**src/iss_defs.svh**
```systemverilog
// Encodings, field positions and reset values of the slave engine.
// Assumes inclusion by the package and by the engine; definitions only.
`ifndef ISS_DEFS_SVH
`define ISS_DEFS_SVH
// Bit counter: counts SCL rising edges of one byte plus its ack slot
`define ISS_CNT_W 4
`define ISS_CNT_ONE 4'h1
`define ISS_BIT_ACK 4'h8
`define ISS_BIT_END 4'h9
// First byte of a 10-bit address: 11110 A9 A8 R/W
`define ISS_TEN_HI 5'h1E
// One-hot state codes
`define ISS_ST_W 5
`define ISS_ST_IDLE 5'h01
`define ISS_ST_ADDR 5'h02
`define ISS_ST_ADLO 5'h04
`define ISS_ST_RXD 5'h08
`define ISS_ST_TXD 5'h10
// Reset values
`define ISS_ADDR_RST 8'h00
`define ISS_CKP_RST 1'b1
`endif

```
**src/iss_pkg.sv**
```systemverilog
// Types shared by the slave engine and its bench.
// Assumes iss_defs.svh in the include path.
`include "iss_defs.svh"
package iss_pkg;
    typedef enum logic [`ISS_ST_W-1:0] {
        S_IDLE = `ISS_ST_IDLE,
        S_ADDR = `ISS_ST_ADDR,
        S_ADLO = `ISS_ST_ADLO,
        S_RXD = `ISS_ST_RXD,
        S_TXD = `ISS_ST_TXD
    } iss_state_t;

    // Configuration levels held by software
    typedef struct packed {
        logic tenBit;
        logic addressHoldEn;
        logic dataHoldEn;
        logic stretchEnable;
        logic startIrqEn;
        logic slaveCollisionDetectEn;
        logic ackValue;
    } iss_cfg_t;

    // One-cycle software strobes; wdata goes with bufWrite and addrWrite
    typedef struct packed {
        logic bufWrite;
        logic bufRead;
        logic addrWrite;
        logic ckpSet;
        logic irqClear;
        logic collisionClear;
        logic [7:0] wdata;
    } iss_sw_t;

    typedef struct packed {
        logic clockRelease;
        logic ackStatus;
        logic ackTime;
        logic readWrite;
        logic dataNotAddr;
        logic startSeen;
        logic stopSeen;
        logic bufferFull;
        logic updateAddress;
        logic serialIrqFlag;
        logic busCollisionFlag;
    } iss_stat_t;
endpackage

```
**src/iss_sync.sv**
```systemverilog
// Two-flop synchronisers with edge detection, one per bus line.
// Assumes asynchronous pin inputs; outputs are in the clk domain.
`timescale 1ns/1ps
module iss_sync #(
    parameter int W = 2
) (
    // Clock
    input wire logic clk,
    input wire logic rst,
    input wire logic ce,
    // Lines
    input wire logic [W-1:0] din,
    output logic [W-1:0] lvl,
    output logic [W-1:0] rise,
    output logic [W-1:0] fall
);
    genvar i;
    generate
        for (i = 0; i < W; i++) begin : g_line
            logic meta, s1, s2;
            // Idle bus level is high, so reset to one avoids false edges
            always_ff @(posedge clk or posedge rst) begin
                if (rst) begin
                    meta <= 1'b1;
                    s1 <= 1'b1;
                    s2 <= 1'b1;
                end else if (ce) begin
                    meta <= din[i];
                    s1 <= meta;
                    s2 <= s1;
                end
            end
            assign lvl[i] = s1;
            assign rise[i] = s1 && !s2;
            assign fall[i] = !s1 && s2;
        end
    endgenerate
endmodule // iss_sync

```
**src/iss_cond.sv**
```systemverilog
// Start and stop condition detector on synchronised SCL and SDA.
// Assumes inputs from iss_sync in the same clock domain.
`timescale 1ns/1ps
module iss_cond (
    // Synchronised lines
    input wire logic sclS,
    input wire logic sdaRise,
    input wire logic sdaFall,
    // Conditions, one-cycle pulses
    output logic startDet,
    output logic stopDet
);
    // SDA may only change with SCL high at a start or a stop
    assign startDet = sclS && sdaFall;
    assign stopDet = sclS && sdaRise;
endmodule // iss_cond

```
**src/iss_slave.sv**
```systemverilog
// I2C slave engine: read requests, address hold, 10-bit addressing, stretching.
// Assumes open-drain pins resolved outside; software bits arrive as ports.
// Notes on behaviour
// Matching read address: set read flag, buffer the address, acknowledge.
// After acking a read request, clear clock release and hold SCL low.
// Software buffer write also loads the shift register; then sets clock release.
// Transmit bits change on SCL falling edges, stable while SCL high.
// Master ack latched on ninth rising edge into ack status.
// A not-acknowledge ends the transfer; wait idle for a new start.
// On master not-acknowledge, do not hold SCL, still raise the interrupt flag.
// On master acknowledge, stretch again until software reloads and releases.
// Interrupt flag set on ninth falling edge per byte; software clears it.
// Collision while sending with detect enabled: flag it, go idle.
// Start sets start-seen; interrupt only if start interrupts enabled.
// Address hold: after 8th fall clear release, hold SCL, raise interrupt.
// Address hold: software picks ack value, releases; engine drives that value.
// Software load sets buffer full; loads belong after the address ack.
// Master must not-acknowledge its last read byte before stopping.
// Restart or stop drops the addressed state.
// 10-bit matching high write byte: set update-address, ack, interrupt.
// Software writes low address after ack; that write releases SCL.
// Low byte mismatch: interrupt and update-address set, buffer and release untouched.
// 10-bit reception with stretch enable: stretch after each data byte.
// Software buffer read clears buffer full.
// Cleared release holds SCL once low; setting it releases SCL.
// 10-bit with holds stretches as 7-bit plus the address update.
// 10-bit high byte compares against 11110, address bits 2:1, direction.
// Stretch enable holds SCL after each received byte until released.
`timescale 1ns/1ps
`include "iss_defs.svh"
module iss_slave (
    // Clock, reset, enable
    input wire logic clk,
    input wire logic rst,
    input wire logic ce,
    // Bus pins, open drain
    input wire logic sclIn,
    input wire logic sdaIn,
    output logic sclOut,
    output logic sclOe,
    output logic sdaOut,
    output logic sdaOe,
    // Software side
    input wire iss_pkg::iss_cfg_t cfg,
    input wire iss_pkg::iss_sw_t sw,
    output logic [7:0] bufData,
    output logic [7:0] slaveAddr,
    output iss_pkg::iss_stat_t stat
);
    iss_pkg::iss_state_t state_r;
    logic [`ISS_CNT_W-1:0] bitCnt_r;
    logic [7:0] shiftReg_r, bufData_r, slaveAddr_r;
    logic txBit_r, ackDrive_r, ackUseSw_r, sdaLow_r, sclHold_r;
    logic ckp_r, ackStatus_r, ackTime_r, readWrite_r, dataNotAddr_r;
    logic startSeen_r, stopSeen_r, bufferFull_r, updateAddr_r, irqFlag_r, collFlag_r, tenDone_r;
    logic sclS, sdaS, sclRise, sclFall, sdaRise, sdaFall, startDet, stopDet;
    logic inIdle, inAddr, inLo, inRx, inTx;
    logic dataRise, ackRise, fall8, fall9, addrMatch, loMatch;
    logic addrHit, loHit, rxByte, holdHere, ackSent, colDet, uaSet, ckpClr, irqSet;

    iss_sync #(.W(2)) u_sync (
        .clk(clk),
        .rst(rst),
        .ce(ce),
        .din({sclIn, sdaIn}),
        .lvl({sclS, sdaS}),
        .rise({sclRise, sdaRise}),
        .fall({sclFall, sdaFall})
    );

    iss_cond u_cond (
        .sclS(sclS),
        .sdaRise(sdaRise),
        .sdaFall(sdaFall),
        .startDet(startDet),
        .stopDet(stopDet)
    );

    always_comb begin
        inIdle = state_r == iss_pkg::S_IDLE;
        inAddr = state_r == iss_pkg::S_ADDR;
        inLo = state_r == iss_pkg::S_ADLO;
        inRx = state_r == iss_pkg::S_RXD;
        inTx = state_r == iss_pkg::S_TXD;
        dataRise = sclRise && (bitCnt_r < `ISS_BIT_ACK);
        ackRise = sclRise && (bitCnt_r == `ISS_BIT_ACK);
        fall8 = sclFall && (bitCnt_r == `ISS_BIT_ACK);
        fall9 = sclFall && (bitCnt_r == `ISS_BIT_END);
        // A 10-bit read is only honoured after a full write-address match
        addrMatch = cfg.tenBit ?
            (shiftReg_r[7:3] == `ISS_TEN_HI) && (shiftReg_r[2:1] == slaveAddr_r[2:1])
                && (!shiftReg_r[0] || tenDone_r) :
            (shiftReg_r[7:1] == slaveAddr_r[7:1]);
        loMatch = shiftReg_r == slaveAddr_r;
        addrHit = fall8 && inAddr && addrMatch;
        loHit = fall8 && inLo && loMatch;
        // A full buffer on a data byte is an overflow: no ack
        rxByte = fall8 && inRx && !bufferFull_r;
        holdHere = (addrHit && cfg.addressHoldEn) || (rxByte && cfg.dataHoldEn); // see
        ackSent = ackDrive_r && !(ackUseSw_r && cfg.ackValue);
        colDet = dataRise && inTx && txBit_r && !sdaS && cfg.slaveCollisionDetectEn;
        uaSet = fall9 && ((inAddr && ackSent && !readWrite_r && cfg.tenBit && !tenDone_r)
            || inLo); // see
        ckpClr = holdHere || (fall9 && (
            (inAddr && ackSent && (readWrite_r || (cfg.stretchEnable && !uaSet)))
            || (inRx && ackSent && cfg.stretchEnable) // see
            || (inTx && !ackStatus_r))); // see
        irqSet = holdHere || (startDet && cfg.startIrqEn) || uaSet
            || (fall9 && (ackSent || inTx)); // see
    end

    // Byte sequencer
    always_ff @(posedge clk or posedge rst) begin
        if (rst) begin
            state_r <= iss_pkg::S_IDLE;
            bitCnt_r <= '0;
        end else if (ce) begin
            if (stopDet || colDet) begin
                state_r <= iss_pkg::S_IDLE; // see
                bitCnt_r <= '0;
            end else if (startDet) begin
                state_r <= iss_pkg::S_ADDR;
                bitCnt_r <= '0;
            end else if (fall9) begin
                bitCnt_r <= '0;
                case (state_r)
                    iss_pkg::S_TXD: begin
                        state_r <= ackStatus_r ? iss_pkg::S_IDLE : iss_pkg::S_TXD;
                    end
                    iss_pkg::S_ADDR: begin
                        if (!ackSent)
                            state_r <= iss_pkg::S_IDLE;
                        else if (readWrite_r)
                            state_r <= iss_pkg::S_TXD;
                        else if (uaSet)
                            state_r <= iss_pkg::S_ADLO;
                        else
                            state_r <= iss_pkg::S_RXD;
                    end
                    iss_pkg::S_ADLO, iss_pkg::S_RXD: begin
                        state_r <= ackSent ? iss_pkg::S_RXD : iss_pkg::S_IDLE;
                    end
                    default: begin
                        state_r <= iss_pkg::S_IDLE;
                    end
                endcase
            end else if (fall8 && inAddr && !addrMatch) begin
                state_r <= iss_pkg::S_IDLE;
            end else if (sclRise && !inIdle && bitCnt_r < `ISS_BIT_END) begin
                bitCnt_r <= bitCnt_r + `ISS_CNT_ONE;
            end
        end
    end

    // Acknowledge slot
    always_ff @(posedge clk or posedge rst) begin
        if (rst) begin
            ackDrive_r <= 1'b0;
            ackUseSw_r <= 1'b0;
        end else if (ce) begin
            if (startDet || stopDet || fall9) begin
                ackDrive_r <= 1'b0;
                ackUseSw_r <= 1'b0;
            end else if (fall8) begin
                ackDrive_r <= addrHit || loHit || rxByte; // see
                ackUseSw_r <= holdHere;
            end
        end
    end

    // Shift register, shared by reception and transmission
    always_ff @(posedge clk or posedge rst) begin
        if (rst) begin
            shiftReg_r <= '0;
            txBit_r <= 1'b1;
        end else if (ce) begin
            if (!inTx || fall8 || fall9) begin
                txBit_r <= 1'b1;
                if (dataRise && !inTx)
                    shiftReg_r <= {shiftReg_r[6:0], sdaS};
            end else if (sw.bufWrite) begin
                txBit_r <= sw.wdata[7];
                shiftReg_r <= {sw.wdata[6:0], 1'b1};
            end else if (sclFall && bitCnt_r < `ISS_BIT_ACK) begin
                txBit_r <= shiftReg_r[7];
                shiftReg_r <= {shiftReg_r[6:0], 1'b1};
            end
        end
    end

    // Line drivers; SCL hold waits for SCL already low so high time is never cut
    always_ff @(posedge clk or posedge rst) begin
        if (rst) begin
            sdaLow_r <= 1'b0;
            sclHold_r <= 1'b0;
        end else if (ce) begin
            sdaLow_r <= (inTx && bitCnt_r < `ISS_BIT_ACK && !txBit_r) || ackSent; // see
            if (ckp_r && !updateAddr_r)
                sclHold_r <= 1'b0; // see
            else if (!sclS)
                sclHold_r <= 1'b1;
        end
    end

    // Clock release and transfer status
    always_ff @(posedge clk or posedge rst) begin
        if (rst) begin
            ckp_r <= `ISS_CKP_RST;
            ackStatus_r <= 1'b0;
            ackTime_r <= 1'b0;
            readWrite_r <= 1'b0;
            dataNotAddr_r <= 1'b0;
            startSeen_r <= 1'b0;
            stopSeen_r <= 1'b0;
        end else if (ce) begin
            // Hardware clear wins: a stretch must never be lost
            if (ckpClr)
                ckp_r <= 1'b0;
            else if (sw.ckpSet)
                ckp_r <= 1'b1;
            if (ackRise && inTx)
                ackStatus_r <= sdaS;
            if (fall9 || startDet || stopDet)
                ackTime_r <= 1'b0;
            else if (holdHere)
                ackTime_r <= 1'b1;
            if (addrHit) begin
                readWrite_r <= shiftReg_r[0];
                dataNotAddr_r <= 1'b0;
            end else if (rxByte || (inTx && fall8)) begin
                dataNotAddr_r <= 1'b1;
            end
            if (startDet) begin
                startSeen_r <= 1'b1;
                stopSeen_r <= 1'b0;
            end else if (stopDet) begin
                startSeen_r <= 1'b0;
                stopSeen_r <= 1'b1;
            end
        end
    end

    // Data buffer
    always_ff @(posedge clk or posedge rst) begin
        if (rst) begin
            bufData_r <= '0;
            bufferFull_r <= 1'b0;
        end else if (ce) begin
            if (sw.bufWrite)
                bufData_r <= sw.wdata;
            else if (addrHit || loHit || rxByte)
                bufData_r <= shiftReg_r;
            if (sw.bufWrite || addrHit || loHit || rxByte)
                bufferFull_r <= 1'b1; // see
            else if (sw.bufRead || (inTx && fall8))
                bufferFull_r <= 1'b0;
        end
    end

    // Sticky flags: a set in the clearing cycle wins
    always_ff @(posedge clk or posedge rst) begin
        if (rst) begin
            irqFlag_r <= 1'b0;
            collFlag_r <= 1'b0;
        end else if (ce) begin
            if (irqSet)
                irqFlag_r <= 1'b1;
            else if (sw.irqClear)
                irqFlag_r <= 1'b0;
            if (colDet)
                collFlag_r <= 1'b1;
            else if (sw.collisionClear)
                collFlag_r <= 1'b0;
        end
    end

    // Slave address and 10-bit bookkeeping
    always_ff @(posedge clk or posedge rst) begin
        if (rst) begin
            slaveAddr_r <= `ISS_ADDR_RST;
            updateAddr_r <= 1'b0;
            tenDone_r <= 1'b0;
        end else if (ce) begin
            if (sw.addrWrite)
                slaveAddr_r <= sw.wdata;
            if (uaSet)
                updateAddr_r <= 1'b1; // see
            else if (sw.addrWrite)
                updateAddr_r <= 1'b0;
            if (stopDet)
                tenDone_r <= 1'b0;
            else if (fall9 && inLo && ackSent)
                tenDone_r <= 1'b1;
        end
    end

    assign sclOut = 1'b0;
    assign sclOe = sclHold_r;
    assign sdaOut = 1'b0;
    assign sdaOe = sdaLow_r;
    assign bufData = bufData_r;
    assign slaveAddr = slaveAddr_r;
    assign stat = '{clockRelease: ckp_r, ackStatus: ackStatus_r, ackTime: ackTime_r,
        readWrite: readWrite_r, dataNotAddr: dataNotAddr_r, startSeen: startSeen_r,
        stopSeen: stopSeen_r, bufferFull: bufferFull_r, updateAddress: updateAddr_r,
        serialIrqFlag: irqFlag_r, busCollisionFlag: collFlag_r};
endmodule // iss_slave

```
**config.mk**
```make
export PLATFORM = sky130hd
export DESIGN_NAME = iss_slave
export DESIGN_NICKNAME = d
export VERILOG_FILES = /design/src/iss_pkg.sv /design/src/iss_sync.sv /design/src/iss_cond.sv /design/src/iss_slave.sv
export VERILOG_INCLUDE_DIRS = /design/src
export SDC_FILE = /design/constraint.sdc
export NUM_CORES = 1
export LEC_CHECK = 0
export BUFFER_PORTS_ARGS = -buffer_cell sky130_fd_sc_hd__buf_2
export CORE_ASPECT_RATIO = 1.2
export CORE_MARGIN = 2
export CORE_UTILIZATION = 56
export DETAILED_ROUTE_END_ITERATION = 10
export GPL_TIMING_DRIVEN = 0
export PLACE_DENSITY = 0.82
export SETUP_SLACK_MARGIN = 0.1
export SLEW_MARGIN = 10
export SYNTH_ARGS = -nofsm -noshare
export SYNTH_HDL_FRONTEND = slang
export SYNTH_HIERARCHICAL = 1
export SYNTH_SLANG_ARGS = --single-unit
```
**constraint.sdc**
```tcl
create_clock -name clk -period 2.4 [get_ports clk]
set_clock_uncertainty 0.15 [all_clocks]
set_input_delay 0.36 -clock clk [delete_from_list [all_inputs] [get_ports clk]]
set_output_delay 0.36 -clock clk [all_outputs]
set_load 0.005 [all_outputs]
```
Yosys cells after proc, flatten, opt, wreduce, memory -nomap -nowiden
Index checks and enable logic that the tools add are counted.
{"block": "classes", "addsub": 1, "magnitude_cmp": 2, "n_eq_ne": 14, "mux": 51, "reduce_logical": 127}
{"cell": "1-bit logical AND", "count": 51}
{"cell": "8-bit two-way mux", "count": 6}
{"cell": "5-bit two-way mux", "count": 7}
{"cell": "2-bit AND reduction", "count": 17}
{"cell": "1-bit two-way mux", "count": 30}
{"cell": "4-bit two-way mux", "count": 7}
{"cell": "1-bit logical OR", "count": 26}
{"cell": "2-bit nonzero test", "count": 11}
{"cell": "1-bit logical NOT", "count": 16}
{"cell": "5-bit case mux with 3 select lines", "count": 1}
{"cell": "5-bit equality test (second input constant)", "count": 2}
{"cell": "4-bit equality test (second input constant)", "count": 2}
{"cell": "8-bit equality test", "count": 1}
{"cell": "4-bit < comparator (second input constant)", "count": 2}
{"cell": "4-bit nonzero test", "count": 2}
{"cell": "7-bit equality test", "count": 1}
{"cell": "3-bit AND reduction", "count": 2}
{"cell": "5-bit by 1-bit equality test with 1-bit output (second input constant)", "count": 1}
{"cell": "5-bit by 2-bit equality test with 1-bit output (second input constant)", "count": 1}
{"cell": "5-bit by 3-bit equality test with 1-bit output (second input constant)", "count": 1}
{"cell": "5-bit by 4-bit equality test with 1-bit output (second input constant)", "count": 1}
{"cell": "4-bit by 1-bit adder with 4-bit output (second input constant)", "count": 1}
{"cell": "4-bit != test (second input constant)", "count": 1}
{"cell": "3-bit nonzero test", "count": 1}
{"cell": "4 further kinds", "count": 4}
{"block": "totals", "ff_bits": 56, "in_bits": 26, "output_inout_bits": 31, "wordCells": 223}

Logic depth before layout (Yosys ltp)
Gate-level depths: netlist of run 1.
{"block": "depth", "word_depth": 19, "depth_mapped": 9, "mapped_depth_nobuf": 8}

Cells and area by module
The synthesis of run 1 kept the hierarchy.
{"mod": "iss_slave", "n_inst": 1, "cells_each": 322, "area_per_inst_um2": 2949.1, "seq_area_each_um2": 1255.0}
{"mod": "iss_sync", "n_inst": 1, "cells_each": 20, "area_per_inst_um2": 302.8, "seq_area_each_um2": 157.7}
{"mod": "iss_cond", "n_inst": 1, "cells_each": 2, "area_per_inst_um2": 12.5, "seq_area_each_um2": 0.0}

Worst setup path before layout of run 1
Ideal clock, no wire load.
{"block": "synth_path", "path_type": "register -> register", "from": "reg bitCnt_r[0]", "to": "reg bufData_r[7], in the netlist bufData[7]", "setup_time_ps": 128, "arrival_ps": 1915, "required_ps": 2122, "slack_ps": 208, "path_stages_with_launch": 10, "n_path_buf": 1, "synth_period_minus_slack_ps": 2192, "path_cell_list": "dfrtp_1 inv_1 ha_1 and3b_1 nand2_2 nor3_1 a21o_1 buf_2 o31ai_1 mux2_1"}
{"block": "synth_between", "elab_chain_cells": 8, "word_cells_on_any_way": 12, "cone_classes": "eq/ne (1); reduce/logical (11)"}
{"item": "from (decl)", "line_no": "iss_slave.sv:51", "text": "logic [`ISS_CNT_W-1:0] bitCnt_r;"}
{"item": "from (signal assigned)", "line_no": "iss_slave.sv:150", "text": "bitCnt_r <= bitCnt_r + `ISS_CNT_ONE;"}
{"item": "4-bit equality test (no source line) *"}
{"item": "1-bit logical AND *", "line_no": "iss_slave.sv:87", "text": "fall8 = sclFall && (bitCnt_r == `ISS_BIT_ACK);"}
{"item": "1-bit logical AND (on tied branches) (2 in series)", "line_no": "iss_slave.sv:95, iss_slave.sv:96"}
{"item": "1-bit logical OR", "line_no": "iss_slave.sv:251", "text": "else if (addrHit || loHit || rxByte)"}
{"item": "1-bit logical OR *", "line_no": "iss_slave.sv:251"}
{"item": "2-bit nonzero test (no source line) *"}
{"item": "2-bit AND reduction (no source line) *"}
{"item": "to (signal assigned)", "line_no": "iss_slave.sv:250", "text": "bufData_r <= sw.wdata;"}
{"item": "to (signal assigned)", "line_no": "iss_slave.sv:252", "text": "bufData_r <= shiftReg_r;"}
{"item": "to (decl)", "line_no": "iss_slave.sv:52", "text": "logic [7:0] shiftReg_r, bufData_r, slaveAddr_r;"}
Every way passes the cells marked *; elsewhere a longest branch is shown, timed or not.
A chain may end at the register's enable or synchronous reset.

Final worst setup path of run 1
{"block": "layout_path", "from": "reg u_sync.g_line[1].s2", "to": "reg bitCnt_r[0]"}
{"block": "layout_between", "word_cells_on_any_way": 21, "cone_classes": "eq/ne (1); mux (3); reduce/logical (17)"}
{"item": "from (decl)", "line_no": "iss_sync.sv:20", "text": "logic meta, s1, s2;"}
{"item": "from (signal assigned)", "line_no": "iss_sync.sv:26", "text": "s2 <= 1'b1;"}
{"item": "from (signal assigned)", "line_no": "iss_sync.sv:30", "text": "s2 <= s1;"}
{"item": "1-bit logical AND *", "line_no": "iss_sync.sv:35", "text": "assign fall[i] = !s1 && s2;"}
{"item": "net sclFall", "line_no": "iss_slave.sv:56", "text": "logic sclS, sdaS, sclRise, sclFall, sdaRise, sdaFall, startDet, stopDet;"}
{"item": "1-bit logical AND", "line_no": "iss_slave.sv:87"}
{"item": "1-bit logical AND (2 in series)", "line_no": "iss_slave.sv:147", "text": "end else if (fall8 && inAddr && !addrMatch) begin"}
{"item": "4-bit != test (no source line)"}
{"item": "3-bit AND reduction (no source line)"}
Mark *: on every way through the listed nets, which the timed path passes. The rest lies on a longest branch.

==> impl_metrics.yaml, run 1 <==
outcome:
  outcome: "finished, final reports clean"
timing:
  final_hold_viol_count: 0
  finalSetupViolCount: 0
  period_needed_ns: 2.31
  hold_slack_ns: 0.114
  tightestPinTransition_ns: 0.579
  tns_ns: 0
  max-slew-margin-rel_pct: 61.4
  drv_slew: 0
  finalCritPeriodShare_pct: 96.4
  fmax_ghz: 0.432
  grt_setup_unrepaired: "true"
  finalWorstSetupSlack_ns: 0.0872
global_routing:
  overflow: 0
  grt_antenna_before_repair: 0
  grt_pass1_wl_um: 14000
  grt_max_degree: 33
  grt_usage_pct: 28.2
  grt_pass1_vias: 2830
clocking:
  clk_pin_slew_ns: 0.10
  clk_latency_ns: 0.32
  cts_tree: "built"
  cts_max_path_buffers: 2
  numCtsBuffers: 5
  cts_htree_levels: 2
  cts-root-buf: "clkbuf_8"
  cts.sinks: 56
min_path:
  hp-class: "input port to register"
layout:
  design_area_um2: 4000
  layout-drive-gt1-share_pct: 35.9
  syn_to_final_growth_pct: 22.7
  antenna_cells: 0
  final_util_pct: 71.1
  nets: 451
  stdcell_count: 487
flow_run:
  maxCapViolCount: 0
synthesis:
  synth.yosys.warnings: 6
  yosys-top-cells-count: "dfrtp_1, nand2_1, a21oi_1"
  yosysTopAreaCellShare_pct: 36.0
  synth-edff-count: 0
  ys_ff_latch: 56
  synth-async-reset-ratio_pct: 100
  ys_top_cells_by_area: "dfrtp_1, dfstp_2, mux2_2, nand2_1, a21oi_1"
  synth-seq-area-share_pct: 43.3
  syn_inst: 344
  syn_avg_cell_area_um2: 9.49
  yosys.cell_count.top_type: "dfrtp_1"
  synth_flop_cell: "dfrtp_1"
  ys_types: 57
  syn_area_um2: 3260
  yosys.area.top_type: "dfrtp_1"
pwr:
  p_int_mw: 1.79
  clockPowerShare_pct: 20.1
  peakVddDrop_v: 0.000492
  combPwrFrac_pct: 31.3
  power.leakage_nw: 1.92
  p_total_mw: 2.73
  p_sw_mw: 0.938
  power_density_nw_per_um2: 682
  seqPwrFrac_pct: 48.6
  swShare_pct: 34.3
placement:
  gp_congestion: 0.901
  hpwl_um: 6190
  post-place-ws_ns: -0.144
  dp_cells: 462
  place_area_um2: 3630
  port_buffers: 52
critical_path:
  critical-path-top-delay-family: "simple AND/OR/NAND/NOR gates"
  cp-end-kind: "register"
  worst-path-max-fanout: 8
  worstSetupPathType: "register to register"
  path_cells: "nor2b_4, and4b_1, clkbuf_4, or3_4, a21oi_4, buf_4, and3_1, mux2_2"
  crit_slowest_cell: "dfstp_2"
  critPathBufInv: 2
  cpPeakStageDelay_ns: 0.58
  crit_required_ns: 2.46
  rrSetupSlack_ns: 0.09
  critPathLaunchType: "register"
  arrival_ns: 2.38
die:
  initial_utilization_pct: 58.0
  die_h_um: 87.6
  die-area_um2: 6460
  core-area_um2: 5630
  die_w_um: 73.7
  io_pins: 57
  rows: 30
route:
  first_pass_iters: 5
  viasPerCell: 6.07
  ant_nets: 0
  wl_per_cell_um: 17.9
  drc: 0
  postRouteWirelength_um: 8720
  drt_iter0_markers: 211
  via_count: 2955
## logic make-up after synthesis
group / after synthesis / share of synthesized area, %
adder cells (fa/ha/maj): 3 / 1.15
multiplexers: 28 / 10.0
flip-flops: 56 / 43.3
AND/OR/NAND/NOR: 110 / 17.9
other: 1 / 0.115
XOR/XNOR: 8 / 2.15
AO/OA/AOI/OAI: 88 / 17.4
buffers and inverters: 50 / 8.01
## power groups by stage
stage                     clock network, mW  logic (mW)  registers [mW]
after global placement                    0       0.707            1.32
after CTS                             0.560       0.776            1.32
after floorplan                           0       0.520            1.29
after global routing                  0.595       0.949            1.36
final                                 0.548       0.856            1.33
after detailed placement                  0       0.734            1.33
## sequential cells by signal (all words and copies together) (netlist names), 2 cells and up
name / count
u_sync/g_line.meta: 2
u_sync/g_line.s1: 2
bufData: 8
state_r: 5
slaveAddr: 8
bitCnt_r: 4
u_sync/g_line.s2: 2
shiftReg_r: 8
## layout by cell type, fill, tap and decap left out, types with 4 or more instances in the layout
| master | count |
|---|---|
| buf_2 | 52 |
| dfrtp_1 | 47 |
| buf_4 | 32 |
| nand2_1 | 31 |
| a21oi_1 | 22 |
| inv_1 | 20 |
| o21ai_0 | 19 |
| nor2_1 | 15 |
| mux2_2 | 11 |
| clkbuf_1 | 9 |
| mux2i_1 | 9 |
| and3_1 | 9 |
| dfstp_2 | 9 |
| nand3_1 | 8 |
| o2111ai_1 | 8 |
| xnor2_1 | 7 |
| mux2_4 | 7 |
| nor3_1 | 6 |
| o311ai_1 | 6 |
| nor2b_1 | 6 |
| clkbuf_8 | 6 |
| and2_1 | 5 |
| o21ai_1 | 5 |
| o21a_1 | 4 |
## path summary, 6_finish.rpt
kind,from,end,depth (start not counted)
min in group asynchronous,rst,stopSeen_r,3
hold / removal,sdaIn,u_sync/g_line[0].meta,2
setup reg to reg,u_sync/g_line[1].s2,bitCnt_r[0],8
setup / recovery,u_sync/g_line[1].s2,bitCnt_r[0],8
max in group asynchronous,rst,txBit_r,4
hold reg to reg,ackUseSw_r,ackUseSw_r,2
## final cells by class
class	instances	area [µm²]
Tap cell	64	80.1
Inverter	22	82.6
Multi-Input combinational cell	239	1730
Clock buffer	7	86.3
Buffer	28	191
Fill cell	420	1630
Clock inverter	1	7.51
Sequential cell	56	1410
Timing Repair Buffer	70	410
## per-layer routing
layer / wire length, µm / global-route usage [%] / vias to the layer above
li1: - / - / 1375
met1: 3470 / 34.7 / 1426
met2: 4500 / 47.9 / 128
met3: 486 / 4.83 / 26
met4: 260 / 13.2 / 0
met5: 0 / 0 / -
## repair_timing
item                                    CTS  global route
hold buffers                              1             0
buffers inserted                          6            10
endpoints found under the setup margin   25            25
pin swaps                                 3             6
gates resized for setup                  15            22
hold endpoints to repair                 16             0
Power figures use the tool's default switching activity.
==> inputs of run 2 (changes only) <==
--- a/config.mk
+++ b/config.mk
@@ -6,13 +6,13 @@
 export SDC_FILE = /design/constraint.sdc
 export NUM_CORES = 1
 export LEC_CHECK = 0
-export BUFFER_PORTS_ARGS = -buffer_cell sky130_fd_sc_hd__buf_2
 export CORE_ASPECT_RATIO = 1.2
 export CORE_MARGIN = 2
-export CORE_UTILIZATION = 56
+export CORE_UTILIZATION = 60
 export DETAILED_ROUTE_END_ITERATION = 10
+export DONT_BUFFER_PORTS = 1
 export GPL_TIMING_DRIVEN = 0
-export PLACE_DENSITY = 0.82
+export PLACE_DENSITY = 0.78
 export SETUP_SLACK_MARGIN = 0.1
 export SLEW_MARGIN = 10
 export SYNTH_ARGS = -nofsm -noshare
==> impl_metrics.yaml, run 2 (synthesis results as in run 1) <==
min_path:
  hp-class: "input port to register"
flow_run:
  maxCapViolCount: 0
placement:
  hpwl_um: 5910
  gp_congestion: 0.884
  dp_cells: 408
  port_buffers: 0
timing:
  tightestPinTransition_ns: 0.586
  period_needed_ns: 2.37
  finalCritPeriodShare_pct: 98.9
  hold_slack_ns: 0.0315
  finalSetupViolCount: 0
  drv_slew: 0
  final_hold_viol_count: 0
  tns_ns: 0
  fmax_ghz: 0.421
  grt_setup_unrepaired: "true"
  max-slew-margin-rel_pct: 60.9
critical_path:
  crit_required_ns: 2.46
  critPathLaunchType: "register"
  startpoint: "shiftReg_r[7]"
  worst-path-max-fanout: 6
  r2r_start: "shiftReg_r[7]"
  ff2ff_path_depth: 7
  reg2reg_to: "readWrite_r"
  arrival_ns: 2.43
  endpoint: "readWrite_r"
  cp-end-kind: "register"
  worstSetupPathType: "register to register"
  rrSetupSlack_ns: 0.03
route:
  viasPerCell: 6.30
  first_pass_iters: 4
  postRouteWirelength_um: 8260
  drt_iter0_markers: 181
  wl_per_cell_um: 19.3
  ant_nets: 0
  drc: 0
  via_count: 2697
global_routing:
  grt_pass1_vias: 2660
  grt_usage_pct: 27.4
  grt_pass1_wl_um: 12900
  grt_max_degree: 27
  overflow: 0
  grt_antenna_before_repair: 0
pwr:
  power_density_nw_per_um2: 712
  p_total_mw: 2.67
  peakVddDrop_v: 0.000559
  power.leakage_nw: 1.69
die:
  die-area_um2: 6050
  core-area_um2: 5260
  io_pins: 57
  initial_utilization_pct: 62.0
  die_h_um: 84.8
  die_w_um: 71.3
  rows: 29
clocking:
  cts.sinks: 56
  cts-root-buf: "clkbuf_8"
  clk_latency_ns: 0.32
  cts_htree_levels: 2
  numCtsBuffers: 5
  cts_max_path_buffers: 2
  clk_pin_slew_ns: 0.10
  cts_tree: "built"
layout:
  antenna_cells: 0
  regArea_um2: 1410
  syn_to_final_growth_pct: 14.6
  multi_input_area_um2: 1760
  fill_cells: 398
  final_common_cell: "dfrtp_1"
  layout-drive-gt1-share_pct: 26.5
  stdcell_count: 428
  final_cell_mix: "dfrtp_1, nand2_1, buf_4, a21oi_1, inv_1"
  nets: 394
outcome:
  outcome: "finished, final reports clean"
==> run 2: cell types whose count changed in the layout (fill, tap and decap cells not counted), sizes merged <==
cell      previous run  this run
buf                 88        31
clkbuf              16        17
clkinvlp             1         0
==> run 2: cell type report <==
cell class | instances | share of cell area, %
plain buffers | 28 | 5.02
flip-flops and latches | 56 | 37.8
multi-input cells | 239 | 46.9
well taps | 62 | 2.07
inverters | 22 | 2.21
clock buffers | 8 | 2.67
repair buffers | 13 | 3.34
==> run 2: how the worst min path moves through the flow <==
stage	start	to	slack (ns)	depth (start not counted)
3_5_place_dp	rst	bitCnt_r[1]	0.18	1
2_1_floorplan	rst	u_sync/g_line[0].meta	0.21	1
6_report	sdaIn	u_sync/g_line[0].meta	0.03	1
3_3_place_gp	rst	u_sync/g_line[0].meta	0.25	1
5_1_grt	sw[0]	slaveAddr[0]	0.02	1
4_1_cts	sdaIn	u_sync/g_line[0].meta	0.03	1
==> run 2: routing by layer <==
metal	GRT usage [%]	share of wire [%]	vias up
met5	0	0	-
met4	11.1	2.3	0
met3	5.40	7.4	17
met2	46.0	52	98
met1	34.4	39	1334
li1	-	-	1248
==> run 2: critical path, stage by stage (launching register included) <==
cell and delay, ns:
dfrtp_1 0.43, xnor2_1 0.18, nand3_1 0.15, o31a_1 0.38, nor4_4 0.41, buf_6 0.20, nand2_4 0.06, mux2_4 0.31
==> run 2: metrics by stage <==
| stage | setup WS, ns | util (%) | cell area [µm²] |
|---|---|---|---|
| after floorplan | 0.208 | - | 3270 |
| after global placement | -0.0859 | 63.6 | 3350 |
| after detailed placement | -0.124 | 64.0 | 3370 |
| after CTS | 0.0396 | 67.3 | 3540 |
| after global routing | -0.0892 | 71.1 | 3740 |
| final | 0.0273 | 71.1 | 3740 |
==> run 2: what timing repair did <==
item / in CTS / in global routing
gates cloned: 0 / 0
hold endpoints to repair: 30 / 0
pin swaps: 3 / 10
buffers inserted: 1 / 10
gates resized for setup: 13 / 29
setup endpoints to repair: 18 / 27
hold buffers: 1 / 0
==> run 2: report_power, final <==
group / switching, mW / internal, mW / leakage [nW]
clock network: 0.306 / 0.264 / 0.0515
logic: 0.389 / 0.374 / 0.949
registers: 0.207 / 1.13 / 0.693
